[config.mk]
export PLATFORM = sky130hd
export DESIGN_NAME = fpmux_pixel_out
export DESIGN_NICKNAME = d
export VERILOG_FILES = /design/src/rtl/fpmux_pkg.sv /design/src/rtl/fpmux_pixel_out.sv /design/src/rtl/fpmux_sync_edge.sv
export SDC_FILE = /design/constraint.sdc
export NUM_CORES = 1
export LEC_CHECK = 0
export ABC_CLOCK_PERIOD_IN_PS = 2800
export BUFFER_PORTS_ARGS = -buffer_cell sky130_fd_sc_hd__buf_2
export CAP_MARGIN = 10
export CORE_MARGIN = 2
export CORE_UTILIZATION = 50
export CTS_BUF_LIST = sky130_fd_sc_hd__clkbuf_8 sky130_fd_sc_hd__clkbuf_16
export CTS_CLUSTER_SIZE = 10
export DETAILED_ROUTE_END_ITERATION = 7
export PLACE_DENSITY = 0.8
export RECOVER_POWER = 50
export SYNTH_ARGS = -nofsm -noshare
export SYNTH_HDL_FRONTEND = slang
export SYNTH_SLANG_ARGS = --single-unit
[constraint.sdc]
create_clock -name sys_clk -period 2.8 [get_ports sys_clk]
set_input_delay 0.56 -clock sys_clk [delete_from_list [all_inputs] [get_ports sys_clk]]
set_output_delay 0.56 -clock sys_clk [all_outputs]
set_load 0.01 [all_outputs]
[src/rtl/fpmux_pkg.sv]
// Shared constants and types for the flat panel pixel output mux
package fpmux_pkg;

   // Register byte offsets
   localparam logic [7:0] FPMUX_CTRL_OFFSET = 8'h00;
   localparam logic [7:0] FPMUX_AUX_OFFSET = 8'h04;
   localparam logic [7:0] FPMUX_LINE_OFFSET = 8'h08;
   localparam logic [7:0] FPMUX_FRAME_OFFSET = 8'h0C;
   localparam logic [7:0] FPMUX_STATUS_OFFSET = 8'h10;

   // Field positions
   localparam int FPMUX_CTRL_MODE_LSB = 0;
   localparam int FPMUX_CTRL_MODE_W = 4;
   localparam int FPMUX_CTRL_ENABLE_BIT = 4;
   localparam int FPMUX_AUX_EXTENDER_BIT = 7;
   localparam int FPMUX_STATUS_EXT_LSB = 16;
   localparam int FPMUX_STATUS_BUSY_BIT = 19;
   localparam int FPMUX_STATUS_FRAME_BIT = 20;
   localparam int FPMUX_TFT_GREEN_LSB = 8;
   localparam int FPMUX_STN_B_LINE2_SRC = 5;
   localparam int FPMUX_STN_B_LINE1_SRC = 6;
   localparam int FPMUX_STN_B_LINE0_SRC = 7;

   // Values after reset
   localparam logic FPMUX_ENABLE_RESET = 1'h0;
   localparam logic FPMUX_EXTENDER_RESET = 1'h0;
   localparam logic [11:0] FPMUX_LINE_WORDS_RESET = 12'h050;
   localparam logic [11:0] FPMUX_FRAME_LINES_RESET = 12'h0F0;

   typedef enum logic [3:0] {
      FPMUX_MONO4 = 4'h0,
      FPMUX_MONO8 = 4'h1,
      FPMUX_MONO_DUAL = 4'h2,
      FPMUX_TFT = 4'h3,
      FPMUX_STN_A8 = 4'h4,
      FPMUX_STN_B8 = 4'h5,
      FPMUX_STN16 = 4'h6,
      FPMUX_STN_DUAL16 = 4'h7,
      FPMUX_RAMDAC = 4'h8,
      FPMUX_PLASMA4 = 4'h9,
      FPMUX_PLASMA8 = 4'hA
   } fpmux_mode_type;

   typedef enum logic [1:0] {
      FPMUX_IDLE = 2'h0,
      FPMUX_LOAD = 2'h1,
      FPMUX_RISE = 2'h2,
      FPMUX_LATCH = 2'h3
   } fpmux_state_type;

   typedef enum logic [1:0] {
      FPMUX_ROUTE_NONE = 2'h0,
      FPMUX_ROUTE_MAIN = 2'h1,
      FPMUX_ROUTE_LOW = 2'h2,
      FPMUX_ROUTE_HIGH = 2'h3
   } fpmux_route_type;

endpackage

[src/rtl/fpmux_pixel_out.sv]
// Flat panel low data bits, shift clocks, latch and frame pulses
//
// Summary of operation
// - Mono STN: pixel bits 2..0 straight out
// - TFT: green bits 2..0 on lines
// - STN first order and 16-bit: bits same-numbered
// - STN second order: bits 5,6,7 to lines 2,1,0
// - STN second order: bit 7 on line 0
// - Dual 16-bit STN: lower half bits 2..0
// - External RAMDAC: pixel index bits 2..0
// - Dual panel: lines carry lower panel bits
// - Extender mode: release lines, sample as inputs
// - Driven data lines are active high
// - Mono and TFT: toggle main shift clock
// - STN second order: low-half shift clock
// - STN first order: high-half shift clock
// - Aux control bit 7 enters extender mode
// - Left-most pixel on bit 3 or 7
// - Plasma: 4-bit reserved, 8-bit second pixel
//
// Added by the designer: the register addresses and the address-and-strobe port.
`timescale 1ns/100ps
`default_nettype none
module fpmux_pixel_out #(
   parameter int DATA_W = 16,
   parameter int CNT_W = 12
) (
   input wire logic sys_clk,
   input wire logic reset_n,
   input wire logic [7:0] reg_addr,
   input wire logic [31:0] reg_wdata,
   input wire logic reg_write,
   input wire logic reg_read,
   output logic [31:0] reg_rdata,
   input wire logic pixel_clk_in,
   input wire logic [DATA_W-1:0] src_data,
   output logic src_ready,
   output logic [2:0] panel_data_out,
   output logic [2:0] panel_data_oe,
   input wire logic [2:0] panel_data_in,
   output logic column_shift_clock,
   output logic column_shift_clock_low_half,
   output logic column_shift_clock_high_half,
   output logic row_latch_pulse,
   output logic frame_start_pulse,
   output logic [2:0] extender_pixel,
   output logic video_extender_mode
);

   typedef struct packed {
      fpmux_pkg::fpmux_mode_type mode;
      logic enable;
      logic extender;
      logic [CNT_W-1:0] line_words;
      logic [CNT_W-1:0] frame_lines;
      logic [CNT_W-1:0] word_count;
      logic [CNT_W-1:0] line_count;
      fpmux_pkg::fpmux_state_type state;
      logic sclk;
      logic [2:0] data_out;
      logic [2:0] data_oe;
      logic sclk_main;
      logic sclk_low;
      logic sclk_high;
      logic latch;
      logic frame;
      logic ready;
      logic [2:0] ext_pix;
      logic [31:0] rdata;
   } fpmux_state_reg_type;

   fpmux_state_reg_type st_reg;
   fpmux_state_reg_type st_next;

   logic pclk_rise;
   logic [2:0] ext_level;

   // Pixel clock arrives from outside; only its edges matter here
   fpmux_sync_edge #(
      .WIDTH(1)
   ) u_pclk_sync (
      .sys_clk(sys_clk),
      .reset_n(reset_n),
      .async_in(pixel_clk_in),
      .level(),
      .rise(pclk_rise)
   );

   fpmux_sync_edge #(
      .WIDTH(3)
   ) u_ext_sync (
      .sys_clk(sys_clk),
      .reset_n(reset_n),
      .async_in(panel_data_in),
      .level(ext_level),
      .rise()
   );

   // Select the three line bits for the active panel type
   function automatic logic [2:0] map_bits(input fpmux_pkg::fpmux_mode_type mode,
                                           input logic [DATA_W-1:0] word);
      logic [2:0] bits;
      bits = 3'h0;
      case (mode)
         // left-most pixel kept at top bit
         fpmux_pkg::FPMUX_MONO4, fpmux_pkg::FPMUX_MONO8: begin
            bits = word[2:0];
         end
         fpmux_pkg::FPMUX_MONO_DUAL: begin
            bits = word[2:0];
         end
         fpmux_pkg::FPMUX_TFT: begin
            bits = word[fpmux_pkg::FPMUX_TFT_GREEN_LSB +: 3];
         end
         fpmux_pkg::FPMUX_STN_A8, fpmux_pkg::FPMUX_STN16: begin
            bits = word[2:0];
         end
         fpmux_pkg::FPMUX_STN_B8: begin
            bits[2] = word[fpmux_pkg::FPMUX_STN_B_LINE2_SRC];
            bits[1] = word[fpmux_pkg::FPMUX_STN_B_LINE1_SRC];
            bits[0] = word[fpmux_pkg::FPMUX_STN_B_LINE0_SRC];
         end
         fpmux_pkg::FPMUX_STN_DUAL16: begin
            bits = word[2:0];
         end
         fpmux_pkg::FPMUX_RAMDAC: begin
            bits = word[2:0];
         end
         fpmux_pkg::FPMUX_PLASMA8: begin
            bits = word[2:0];
         end
         fpmux_pkg::FPMUX_PLASMA4: begin
            bits = 3'h0;
         end
         default: begin
            bits = 3'h0;
         end
      endcase
      return bits;
   endfunction

   // Which shift clock pin carries the toggling clock
   function automatic fpmux_pkg::fpmux_route_type route_of(input fpmux_pkg::fpmux_mode_type mode);
      fpmux_pkg::fpmux_route_type route;
      route = fpmux_pkg::FPMUX_ROUTE_NONE;
      case (mode)
         fpmux_pkg::FPMUX_STN_B8: begin
            route = fpmux_pkg::FPMUX_ROUTE_LOW;
         end
         fpmux_pkg::FPMUX_STN_A8: begin
            route = fpmux_pkg::FPMUX_ROUTE_HIGH;
         end
         // main clock for mono, TFT, 16-bit and dual 16-bit STN, RAMDAC and plasma
         fpmux_pkg::FPMUX_MONO4, fpmux_pkg::FPMUX_MONO8, fpmux_pkg::FPMUX_MONO_DUAL,
         fpmux_pkg::FPMUX_TFT, fpmux_pkg::FPMUX_STN16, fpmux_pkg::FPMUX_STN_DUAL16,
         fpmux_pkg::FPMUX_RAMDAC, fpmux_pkg::FPMUX_PLASMA4, fpmux_pkg::FPMUX_PLASMA8: begin
            route = fpmux_pkg::FPMUX_ROUTE_MAIN;
         end
         default: begin
            route = fpmux_pkg::FPMUX_ROUTE_NONE;
         end
      endcase
      return route;
   endfunction

   always_comb begin
      logic run;
      logic last_word;
      logic last_line;
      fpmux_pkg::fpmux_route_type route;
      run = 1'b0;
      last_word = 1'b0;
      last_line = 1'b0;
      route = fpmux_pkg::FPMUX_ROUTE_NONE;
      st_next = st_reg;
      st_next.ready = 1'b0;
      st_next.rdata = 32'h0000_0000;

      // Register writes
      if (reg_write) begin
         case (reg_addr)
            fpmux_pkg::FPMUX_CTRL_OFFSET: begin
               st_next.mode = fpmux_pkg::fpmux_mode_type'(
                  reg_wdata[fpmux_pkg::FPMUX_CTRL_MODE_LSB +: fpmux_pkg::FPMUX_CTRL_MODE_W]);
               st_next.enable = reg_wdata[fpmux_pkg::FPMUX_CTRL_ENABLE_BIT];
            end
            fpmux_pkg::FPMUX_AUX_OFFSET: begin
               st_next.extender = reg_wdata[fpmux_pkg::FPMUX_AUX_EXTENDER_BIT];
            end
            fpmux_pkg::FPMUX_LINE_OFFSET: begin
               st_next.line_words = reg_wdata[CNT_W-1:0];
            end
            fpmux_pkg::FPMUX_FRAME_OFFSET: begin
               st_next.frame_lines = reg_wdata[CNT_W-1:0];
            end
            default: begin
               st_next.enable = st_reg.enable;
            end
         endcase
      end

      // Register reads, data valid the following cycle only
      if (reg_read) begin
         case (reg_addr)
            fpmux_pkg::FPMUX_CTRL_OFFSET: begin
               st_next.rdata[fpmux_pkg::FPMUX_CTRL_MODE_LSB +: fpmux_pkg::FPMUX_CTRL_MODE_W] = st_reg.mode;
               st_next.rdata[fpmux_pkg::FPMUX_CTRL_ENABLE_BIT] = st_reg.enable;
            end
            fpmux_pkg::FPMUX_AUX_OFFSET: begin
               st_next.rdata[fpmux_pkg::FPMUX_AUX_EXTENDER_BIT] = st_reg.extender;
            end
            fpmux_pkg::FPMUX_LINE_OFFSET: begin
               st_next.rdata[CNT_W-1:0] = st_reg.line_words;
            end
            fpmux_pkg::FPMUX_FRAME_OFFSET: begin
               st_next.rdata[CNT_W-1:0] = st_reg.frame_lines;
            end
            fpmux_pkg::FPMUX_STATUS_OFFSET: begin
               st_next.rdata[CNT_W-1:0] = st_reg.line_count;
               st_next.rdata[fpmux_pkg::FPMUX_STATUS_EXT_LSB +: 3] = st_reg.ext_pix;
               st_next.rdata[fpmux_pkg::FPMUX_STATUS_BUSY_BIT] = (st_reg.state != fpmux_pkg::FPMUX_IDLE);
               st_next.rdata[fpmux_pkg::FPMUX_STATUS_FRAME_BIT] = st_reg.frame;
            end
            default: begin
               st_next.rdata = 32'h0000_0000;
            end
         endcase
      end

      // extender inputs sampled for the internal RAMDAC
      st_next.ext_pix = st_reg.extender ? ext_level : 3'h0;
      // driven lines carry data active high
      st_next.data_oe = st_reg.extender ? 3'h0 : 3'h7;

      run = st_reg.enable && !st_reg.extender;
      last_word = ({1'b0, st_reg.word_count} + (CNT_W+1)'(1)) >= {1'b0, st_reg.line_words};
      last_line = ({1'b0, st_reg.line_count} + (CNT_W+1)'(1)) >= {1'b0, st_reg.frame_lines};

      if (!run) begin
         // Stopping mid-line abandons it; next start begins a fresh frame
         st_next.state = fpmux_pkg::FPMUX_IDLE;
         st_next.sclk = 1'b0;
         st_next.latch = 1'b0;
         st_next.frame = 1'b0;
         st_next.word_count = '0;
         st_next.line_count = '0;
         if (st_reg.extender) begin
            st_next.data_out = 3'h0;
         end
      end else if (pclk_rise) begin
         case (st_reg.state)
            fpmux_pkg::FPMUX_IDLE: begin
               st_next.state = fpmux_pkg::FPMUX_LOAD;
            end
            // new data with falling shift clock
            fpmux_pkg::FPMUX_LOAD: begin
               st_next.sclk = 1'b0;
               st_next.latch = 1'b0;
               st_next.data_out = map_bits(st_reg.mode, src_data);
               st_next.ready = 1'b1;
               // frame pulse over the first line
               st_next.frame = (st_reg.line_count == '0);
               st_next.state = fpmux_pkg::FPMUX_RISE;
            end
            // rising edge clocks the word in
            fpmux_pkg::FPMUX_RISE: begin
               st_next.sclk = 1'b1;
               if (last_word) begin
                  st_next.word_count = '0;
                  st_next.state = fpmux_pkg::FPMUX_LATCH;
               end else begin
                  st_next.word_count = st_reg.word_count + CNT_W'(1);
                  st_next.state = fpmux_pkg::FPMUX_LOAD;
               end
            end
            fpmux_pkg::FPMUX_LATCH: begin
               st_next.sclk = 1'b0;
               st_next.latch = 1'b1;
               st_next.line_count = last_line ? '0 : st_reg.line_count + CNT_W'(1);
               st_next.state = fpmux_pkg::FPMUX_LOAD;
            end
            default: begin
               st_next.state = fpmux_pkg::FPMUX_IDLE;
            end
         endcase
      end

      // only the routed shift clock toggles
      route = route_of(st_reg.mode);
      st_next.sclk_main = st_next.sclk && (route == fpmux_pkg::FPMUX_ROUTE_MAIN);
      st_next.sclk_low = st_next.sclk && (route == fpmux_pkg::FPMUX_ROUTE_LOW);
      st_next.sclk_high = st_next.sclk && (route == fpmux_pkg::FPMUX_ROUTE_HIGH);
   end

   always_ff @(posedge sys_clk) begin
      if (!reset_n) begin
         st_reg <= '0;
         st_reg.mode <= fpmux_pkg::FPMUX_MONO4;
         st_reg.enable <= fpmux_pkg::FPMUX_ENABLE_RESET;
         st_reg.extender <= fpmux_pkg::FPMUX_EXTENDER_RESET;
         st_reg.line_words <= CNT_W'(fpmux_pkg::FPMUX_LINE_WORDS_RESET);
         st_reg.frame_lines <= CNT_W'(fpmux_pkg::FPMUX_FRAME_LINES_RESET);
         st_reg.state <= fpmux_pkg::FPMUX_IDLE;
         st_reg.data_oe <= 3'h7;
      end else begin
         st_reg <= st_next;
      end
   end

   assign reg_rdata = st_reg.rdata;
   assign src_ready = st_reg.ready;
   assign panel_data_out = st_reg.data_out;
   assign panel_data_oe = st_reg.data_oe;
   assign column_shift_clock = st_reg.sclk_main;
   assign column_shift_clock_low_half = st_reg.sclk_low;
   assign column_shift_clock_high_half = st_reg.sclk_high;
   assign row_latch_pulse = st_reg.latch;
   assign frame_start_pulse = st_reg.frame;
   assign extender_pixel = st_reg.ext_pix;
   assign video_extender_mode = st_reg.extender;

endmodule
`default_nettype wire

[src/rtl/fpmux_sync_edge.sv]
// Two-stage synchroniser with rising edge detection, per bit
`timescale 1ns/100ps
`default_nettype none
module fpmux_sync_edge #(
   parameter int WIDTH = 1
) (
   input wire logic sys_clk,
   input wire logic reset_n,
   input wire logic [WIDTH-1:0] async_in,
   output logic [WIDTH-1:0] level,
   output logic [WIDTH-1:0] rise
);

   typedef struct packed {
      logic [WIDTH-1:0] stage1;
      logic [WIDTH-1:0] stage2;
      logic [WIDTH-1:0] level;
      logic [WIDTH-1:0] rise;
   } fpmux_sync_type;

   fpmux_sync_type st_reg;
   fpmux_sync_type st_next;

   // Stage1 feeds only stage2; edge logic looks at stage2 and later
   always_comb begin
      st_next = st_reg;
      st_next.stage1 = async_in;
      st_next.stage2 = st_reg.stage1;
      st_next.level = st_reg.stage2;
      st_next.rise = st_reg.stage2 & ~st_reg.level;
   end

   always_ff @(posedge sys_clk) begin
      if (!reset_n) begin
         st_reg <= '0;
      end else begin
         st_reg <= st_next;
      end
   end

   assign level = st_reg.level;
   assign rise = st_reg.rise;

endmodule
`default_nettype wire

==> out/summary.txt, run 1 <==
Status - complete, but fails checks
Failing checks - capacitance limit, slew limit, setup timing
Critical path startpoint category - register
Crit path largest cell delay - 0.50 ns
DIE AREA - 11600 um2
Initial antenna violation count - 0
Post-synthesis compound-gate area fraction - 0.153
Crit path DAT - 3.39 ns
Final worst slack - -0.284 ns
Leading area contributor after synthesis - dfxtp_1
DR pass1 iterations - 5
Routing usage on met1 - 0.283
GRT busiest layer - met2
FFs w/ async S/R, synth - 0
Mux share of post-synthesis cell area - 0.0130
CP max-delay cell - or4_4
Fin crit period - 3.08 ns
Relative slew slack - -0.119
Clock Skew - 0.00886 ns
Nets - 787
Final period utilization - 1.10
Site Rows - 37
Fill cell count - 900
Adder-cell share of the synthesized area - 0.0767
Die width - 108 um
Max frequency - 324 MHz
Hold Crit Start - panel_data_in[0]
Area after DPL - 5830 um2
Diode count - 0
Final antenna-violating net count - 0
Placed cells - 812
Register area share after synthesis - 0.379
Yosys reg bits - 102
Clock Tree Buf Depth - 2
Critical Path, Cell by Cell - ha_4 -> nand2_2 -> or4_4 -> xnor2_2 -> ha_1 -> a21oi_2 -> nor2b_1 -> or4_4 -> buf_6 -> or4_4 -> a21oi_2
CTS Hold Buffers Added - 0
Largest net degree at the start of global routing - 52
Count of cell types in the netlist - 58
Syn Inst Count - 628
Met3 Track Usage GR - 0.0430
Total grt overflow - 0
Clk sinks - 102
Max VDD drop - 0.268 mV
Fin. max-slew vios - 52
Number of global-route vias before repair - 4481
Mapped Area - 5380 um2
WL final - 13200 um
Max reg flops - 56
Top_reg_cell synth - dfxtp_1
# DRC - 0
Final setup viols - 12
HP Class - in2reg
DP Wirelength - 9860 um
Lkg Pwr - 2.60 nW
Worst R2R End - st_reg[56]
Via Count - 4583
Number of I/O port buffers - 69
Clock Latency Late Sink - 0.37 ns
DP Worst Slack - -0.301 ns
Sink of the worst hold path - u_ext_sync.st_next[6]
Worst Hold Depth - 2
Die Span Y - 108 um
XOR/XNOR Fraction of Synth Area - 0.0325
GRT Util Overall - 0.231
Syn avg cell area - 8.57 um2
Number of DRC markers in iteration 0 - 250
Total CTS buffers - 9
Area Overhead vs Synth - 15.0%
Fin. Hold Viols - 0
Core ar. - 10400 um2
Root Driver - clkbuf_8
Post-synthesis simple-gate area fraction - 0.234
CP Class - reg2reg
CP required - 3.10 ns
Synth top area share - 0.379
Max FO, Critical Path - 10
P per Cell Area - 411 nW/um2
Post-route design area - 6190 um2
Share of cells above drive strength 1 - 0.232
Final non-filler cell total - 831
FF-to-FF Start - st_reg[51]
Cells on worst reg2reg path - 11
Register-to-Register Setup Slack - -0.28 ns
CTS tree - built
GRT met2 Usage - 0.417
Routed WL per cell - 15.9 um
CP Buf/Inv Count - 1
Crit path top cell by count - or4_4
Top cells by area, synth - dfxtp_1 38%, ha_1 7.7%, buf_4 6.0%, nand2_1 5.1%, nand3_1 3.3%
Final GP Congestion - 0.919
Largest family of logic cells by synthesized area - simple AND/OR/NAND/NOR gates
Number of synthesized flops with an enable pin - 0
Max Cap Violations - 1
Post-layout util - 0.597
Ys Warns - 0
Clock-pin slew on the worst setup and hold paths - 0.10 ns
Critical Path Start - st_reg[51]
Final setup TNS - -2.77 ns
Vias/cell - 5.52
H-tree depth - 3
RSZ-0062 raised after global routing - yes
CP Capture Type - register
Starting density of the core - 0.519
Top delay family on crit path - simple AND/OR/NAND/NOR gates
Worst slew pin tran - 1.68 ns
I/O pin total - 112
First-pass GRT wire length - 21400 um
## cells by family (layout without fill, tap and decap cells)
family | after synthesis | count (layout)
buf+inv | 113 | 166
flops | 102 | 102
xor+xnor | 20 | 20
other cells | 1 | 15
fa+ha+maj | 33 | 33
simple gates | 230 | 230
mux | 7 | 7
compound gates | 122 | 122
## worst max path at each step
stage	to	slack, ns	cells after the start
2_1_floorplan	st_reg[51]	-0.16	10
3_3_place_gp	st_reg[50]	-0.23	11
3_5_place_dp	st_reg[56]	-0.30	11
4_1_cts	st_reg[53]	-0.25	11
5_1_grt	st_reg[56]	-0.35	11
6_report	st_reg[56]	-0.28	11
## cells in the final DEF (no fill, tap or decap), types with 4 or more instances in the layout
| cell type | netlist | final |
|---|---|---|
| nor4_1 | 4 | 4 |
| nor4b_1 | 4 | 4 |
| and2_0 | 0 | 9 |
| nand3_1 | 36 | 36 |
| conb_1 | 1 | 15 |
| nor2b_1 | 11 | 11 |
| and3_1 | 18 | 17 |
| o21ai_0 | 13 | 12 |
| a22oi_1 | 20 | 20 |
| inv_1 | 39 | 39 |
| buf_4 | 43 | 39 |
| a21oi_1 | 34 | 28 |
| nand2b_1 | 6 | 6 |
| buf_2 | 5 | 68 |
| xnor2_1 | 14 | 12 |
| xor2_1 | 6 | 6 |
| or4_4 | 2 | 5 |
| o211ai_1 | 4 | 4 |
| clkbuf_8 | 0 | 10 |
| ha_1 | 33 | 32 |
| nand2_1 | 73 | 72 |
| or4_1 | 10 | 7 |
| nand4_1 | 13 | 13 |
| mux2i_1 | 7 | 7 |
| dfxtp_1 | 102 | 98 |
| nor2_1 | 18 | 17 |
| a21oi_2 | 0 | 6 |
| a31oi_1 | 5 | 4 |
| a21boi_0 | 17 | 17 |
| and2_1 | 18 | 9 |
| a22o_1 | 5 | 5 |
## per-stage QoR
stage / power, W / hold WS [ns]
finish: 0.00255 / 0.385
global route: 0.00262 / 0.385
global placement: 0.00158 / 0.374
CTS: 0.00255 / 0.375
detailed placement: 0.00158 / 0.381
floorplan: 0.00155 / 0.367
## cell usage after synthesis (all sizes together) (3+ instances only)
cell,number
dfxtp,102
nand2,73
buf,49
inv,39
nand3,37
a21oi,34
ha,33
clkbuf,25
a22oi,20
and3,19
a21boi,18
and2,18
nor2,18
nand4,14
xnor2,14
o21ai,13
or4,12
nor2b,11
mux2i,7
nor4,7
nand2b,6
xor2,6
a22o,5
a31oi,5
nor4b,4
o211ai,4
a2111oi,3
a21o,3
a2bb2oi,3
a31o,3
or3,3
## cell type report
type	instances	area [um2]	area share
inverter	39	146	0.0236
multi-input combinational	427	2950	0.476
sequential	102	2050	0.331
tap	136	170	0.0275
timing repair buffer	111	663	0.107
clock buffer	10	138	0.0222
clock inverter	6	75.1	0.0121
## power breakdown
group          internal, W  switching, W   total, W
clock network     0.000452      0.000548    0.00100
registers          0.00146    0.00000226    0.00146
logic            0.0000342     0.0000540  0.0000883
total              0.00194      0.000604    0.00255
## worst register-to-register path: stages, from the launching register on
cell     delay [ns]
dfxtp_4        0.38
ha_4           0.14
nand2_2        0.06
or4_4          0.50
xnor2_2        0.16
ha_1           0.30
a21oi_2        0.13
nor2b_1        0.06
or4_4          0.49
buf_6          0.16
or4_4          0.50
a21oi_2        0.15
## per-layer routing
metal | vias to the layer above | wire, um | part of all wire
li1 | 2262 | - | -
met1 | 2159 | 5540 | 0.42
met2 | 144 | 6790 | 0.51
met3 | 18 | 719 | 0.054
met4 | 0 | 155 | 0.012
met5 | - | 0 | 0
## repair_timing
item / 4_1_cts / 5_1_grt
gates resized for setup: 13 / 12
pin swaps: 2 / 4
setup buffers: 2 / 1
setup endpoints to repair: 12 / 25
(Power assumes the default switching activity.)
==> run 2: changes to the inputs <==
--- a/config.mk
+++ b/config.mk
@@ -6,14 +6,14 @@
 export NUM_CORES = 1
 export LEC_CHECK = 0
 export ABC_CLOCK_PERIOD_IN_PS = 2800
-export BUFFER_PORTS_ARGS = -buffer_cell sky130_fd_sc_hd__buf_2
 export CAP_MARGIN = 10
-export CORE_MARGIN = 2
-export CORE_UTILIZATION = 50
+export CORE_MARGIN = 8
+export CORE_UTILIZATION = 58
 export CTS_BUF_LIST = sky130_fd_sc_hd__clkbuf_8 sky130_fd_sc_hd__clkbuf_16
 export CTS_CLUSTER_SIZE = 10
 export DETAILED_ROUTE_END_ITERATION = 7
-export PLACE_DENSITY = 0.8
+export DONT_BUFFER_PORTS = 1
+export PLACE_DENSITY = 0.79
 export RECOVER_POWER = 50
 export SYNTH_ARGS = -nofsm -noshare
 export SYNTH_HDL_FRONTEND = slang
==> run 2 against run 1 <==
Against the previous run: the run ends with setup timing left; total power fell by 1.4%; fmax barely moved; routed wire length fell by 4.3%; final cell count fell by 11%; flip-flop and latch count did not move; critical path type unchanged; critical endpoint is now st_reg[55].
==> out/summary.txt, run 2 (synthesis gave the netlist of run 1 again) <==
Status - complete, but fails checks
Failing checks - setup timing
Max reg flops - 56
Total grt overflow - 0
P per Cell Area - 433 nW/um2
Critical Path Start - st_reg[51]
Top delay family on crit path - simple AND/OR/NAND/NOR gates
Final antenna-violating net count - 0
GRT met2 Usage - 0.341
Clock-pin slew on the worst setup and hold paths - 0.10 ns
Fin crit period - 3.08 ns
DR pass1 iterations - 7
# DRC - 0
Crit path top cell by count - or4_4
CP Class - reg2reg
Routed WL per cell - 17.2 um
Nets - 717
DIE AREA - 12600 um2
DP Wirelength - 9530 um
Clock network power share - 0.404
Initial antenna violation count - 0
Clock Latency Late Sink - 0.37 ns
Number of global-route vias before repair - 4121
H-tree depth - 3
Max Cap Violations - 0
Area after DPL - 5440 um2
Power Internal - 0.00191 W
Diode count - 0
Critical Path, Cell by Cell - ha_4 -> nand2_2 -> or4_4 -> xnor2_2 -> ha_1 -> a21oi_2 -> nor2b_1 -> or4_4 -> buf_2 -> or4_1 -> a21oi_1
Crit path DAT - 3.38 ns
Worst slew pin tran - 0.709 ns
Total CTS buffers - 9
Routing usage on met1 - 0.219
Crit path largest cell delay - 0.51 ns
DP Worst Slack - -0.207 ns
Clock Skew - 0.0104 ns
Starting density of the core - 0.591
Die width - 112 um
Via Count - 4366
Most common cell after layout, fill and taps aside - dfxtp_1
GRT busiest layer - met2
CP max-delay cell - or4_4
Final setup viols - 12
Final GP Congestion - 0.895
CP required - 3.10 ns
CP Buf/Inv Count - 1
Die Span Y - 112 um
Site Rows - 35
Max FO, Critical Path - 5
Lkg Pwr - 2.30 nW
Final worst slack - -0.284 ns
Fin. Hold Viols - 0
Number of DRC markers in iteration 0 - 289
Met3 Track Usage GR - 0.0510
Final period utilization - 1.10
HP Class - in2reg
P_sw - 0.000596 W
Area Overhead vs Synth - 7.65%
Critical path startpoint category - register
I/O pin total - 112
Final non-filler cell total - 736
Largest net degree at the start of global routing - 53
Sequential share of power - 0.581
Fill cell count - 758
RSZ-0062 raised after global routing - yes
Switch share - 0.238
Clk sinks - 102
CTS tree - built
CTS Hold Buffers Added - 0
Vias/cell - 5.93
WL final - 12600 um
Max VDD drop - 0.315 mV
Worst hold slack - 0.269 ns
Fin. max-slew vios - 0
Hold Crit Start - reset_n
Clock Tree Buf Depth - 2
Placed cells - 716
Post-layout util - 0.636
Number of I/O port buffers - 0
First-pass GRT wire length - 20100 um
Post-route design area - 5790 um2
Root Driver - clkbuf_8
Share of cells above drive strength 1 - 0.157
Core ar. - 9110 um2
Max frequency - 324 MHz
Relative slew slack - 0.525
Logic pwr share - 0.015
Commonest cells after routing, fill and taps aside - 98 x dfxtp_1, 72 x nand2_1, 39 x inv_1, 36 x buf_4, 35 x nand3_1
GRT Util Overall - 0.195
CP Capture Type - register
FF-to-FF Start - st_reg[51]
run 2: stage by stage:
stage,setup TNS [ns],total power [W]
floorplan,-1.29,0.00155
global placement,-1.77,0.00153
detailed placement,-1.86,0.00153
CTS,-2.19,0.00253
global route,-3.85,0.00260
finish,-2.34,0.00251
run 2: routing by layer:
layer / wire [um] / up-vias / share of wire
li1: - / 2120 / -
met1: 5090 / 2080 / 0.40
met2: 6460 / 135 / 0.51
met3: 697 / 31 / 0.055
met4: 385 / 0 / 0.030
met5: 0 / - / 0
run 2: worst reg2reg max path, delay by kind of cell (launching register included):
family | cells | cell delay [ns]
AOI/OAI and AO/OA | 2 | 0.27
xor gates and xnor gates | 1 | 0.15
adders and majority gates | 2 | 0.45
buffers and inverters | 1 | 0.18
DFF | 1 | 0.38
and+or+nand+nor | 5 | 1.60
run 2: repair_timing:
item / 4_1_cts / 5_1_grt
gates resized for setup: 0 / 29
setup endpoints to repair: 12 / 24
cloned: 0 / 2
hold endpoints to repair: 0 / 0
buffers inserted: 0 / 2
pin swaps: 0 / 6
run 2: power by group through the flow:
stage / registers, W / clock network [W] / logic, W
final: 0.00146 / 0.00101 / 0.0000381
after global routing: 0.00146 / 0.00110 / 0.0000417
after CTS: 0.00146 / 0.00103 / 0.0000372
after detailed placement: 0.00149 / 0 / 0.0000371
after global placement: 0.00149 / 0 / 0.0000360
after floorplan: 0.00149 / 0 / 0.0000604
run 2: worst paths after layout:
kind                       to  depth (start not counted)  slack [ns]
max                st_reg[55]                         11       -0.28
min                st_reg[81]                          1        0.27
max reg2reg        st_reg[55]                         11       -0.28
min reg2reg  u_pclk_sync.rise                          1        0.39
run 2: area by class of cell:
type / instances / area (um2) / area share
Sequential cell: 102 / 2050 / 0.354
Inverter: 39 / 146 / 0.0253
Tap cell: 111 / 139 / 0.0240
Clock inverter: 7 / 95.1 / 0.0164
Multi-Input combinational cell: 427 / 2920 / 0.505
Timing Repair Buffer: 41 / 314 / 0.0542
Clock buffer: 9 / 124 / 0.0214
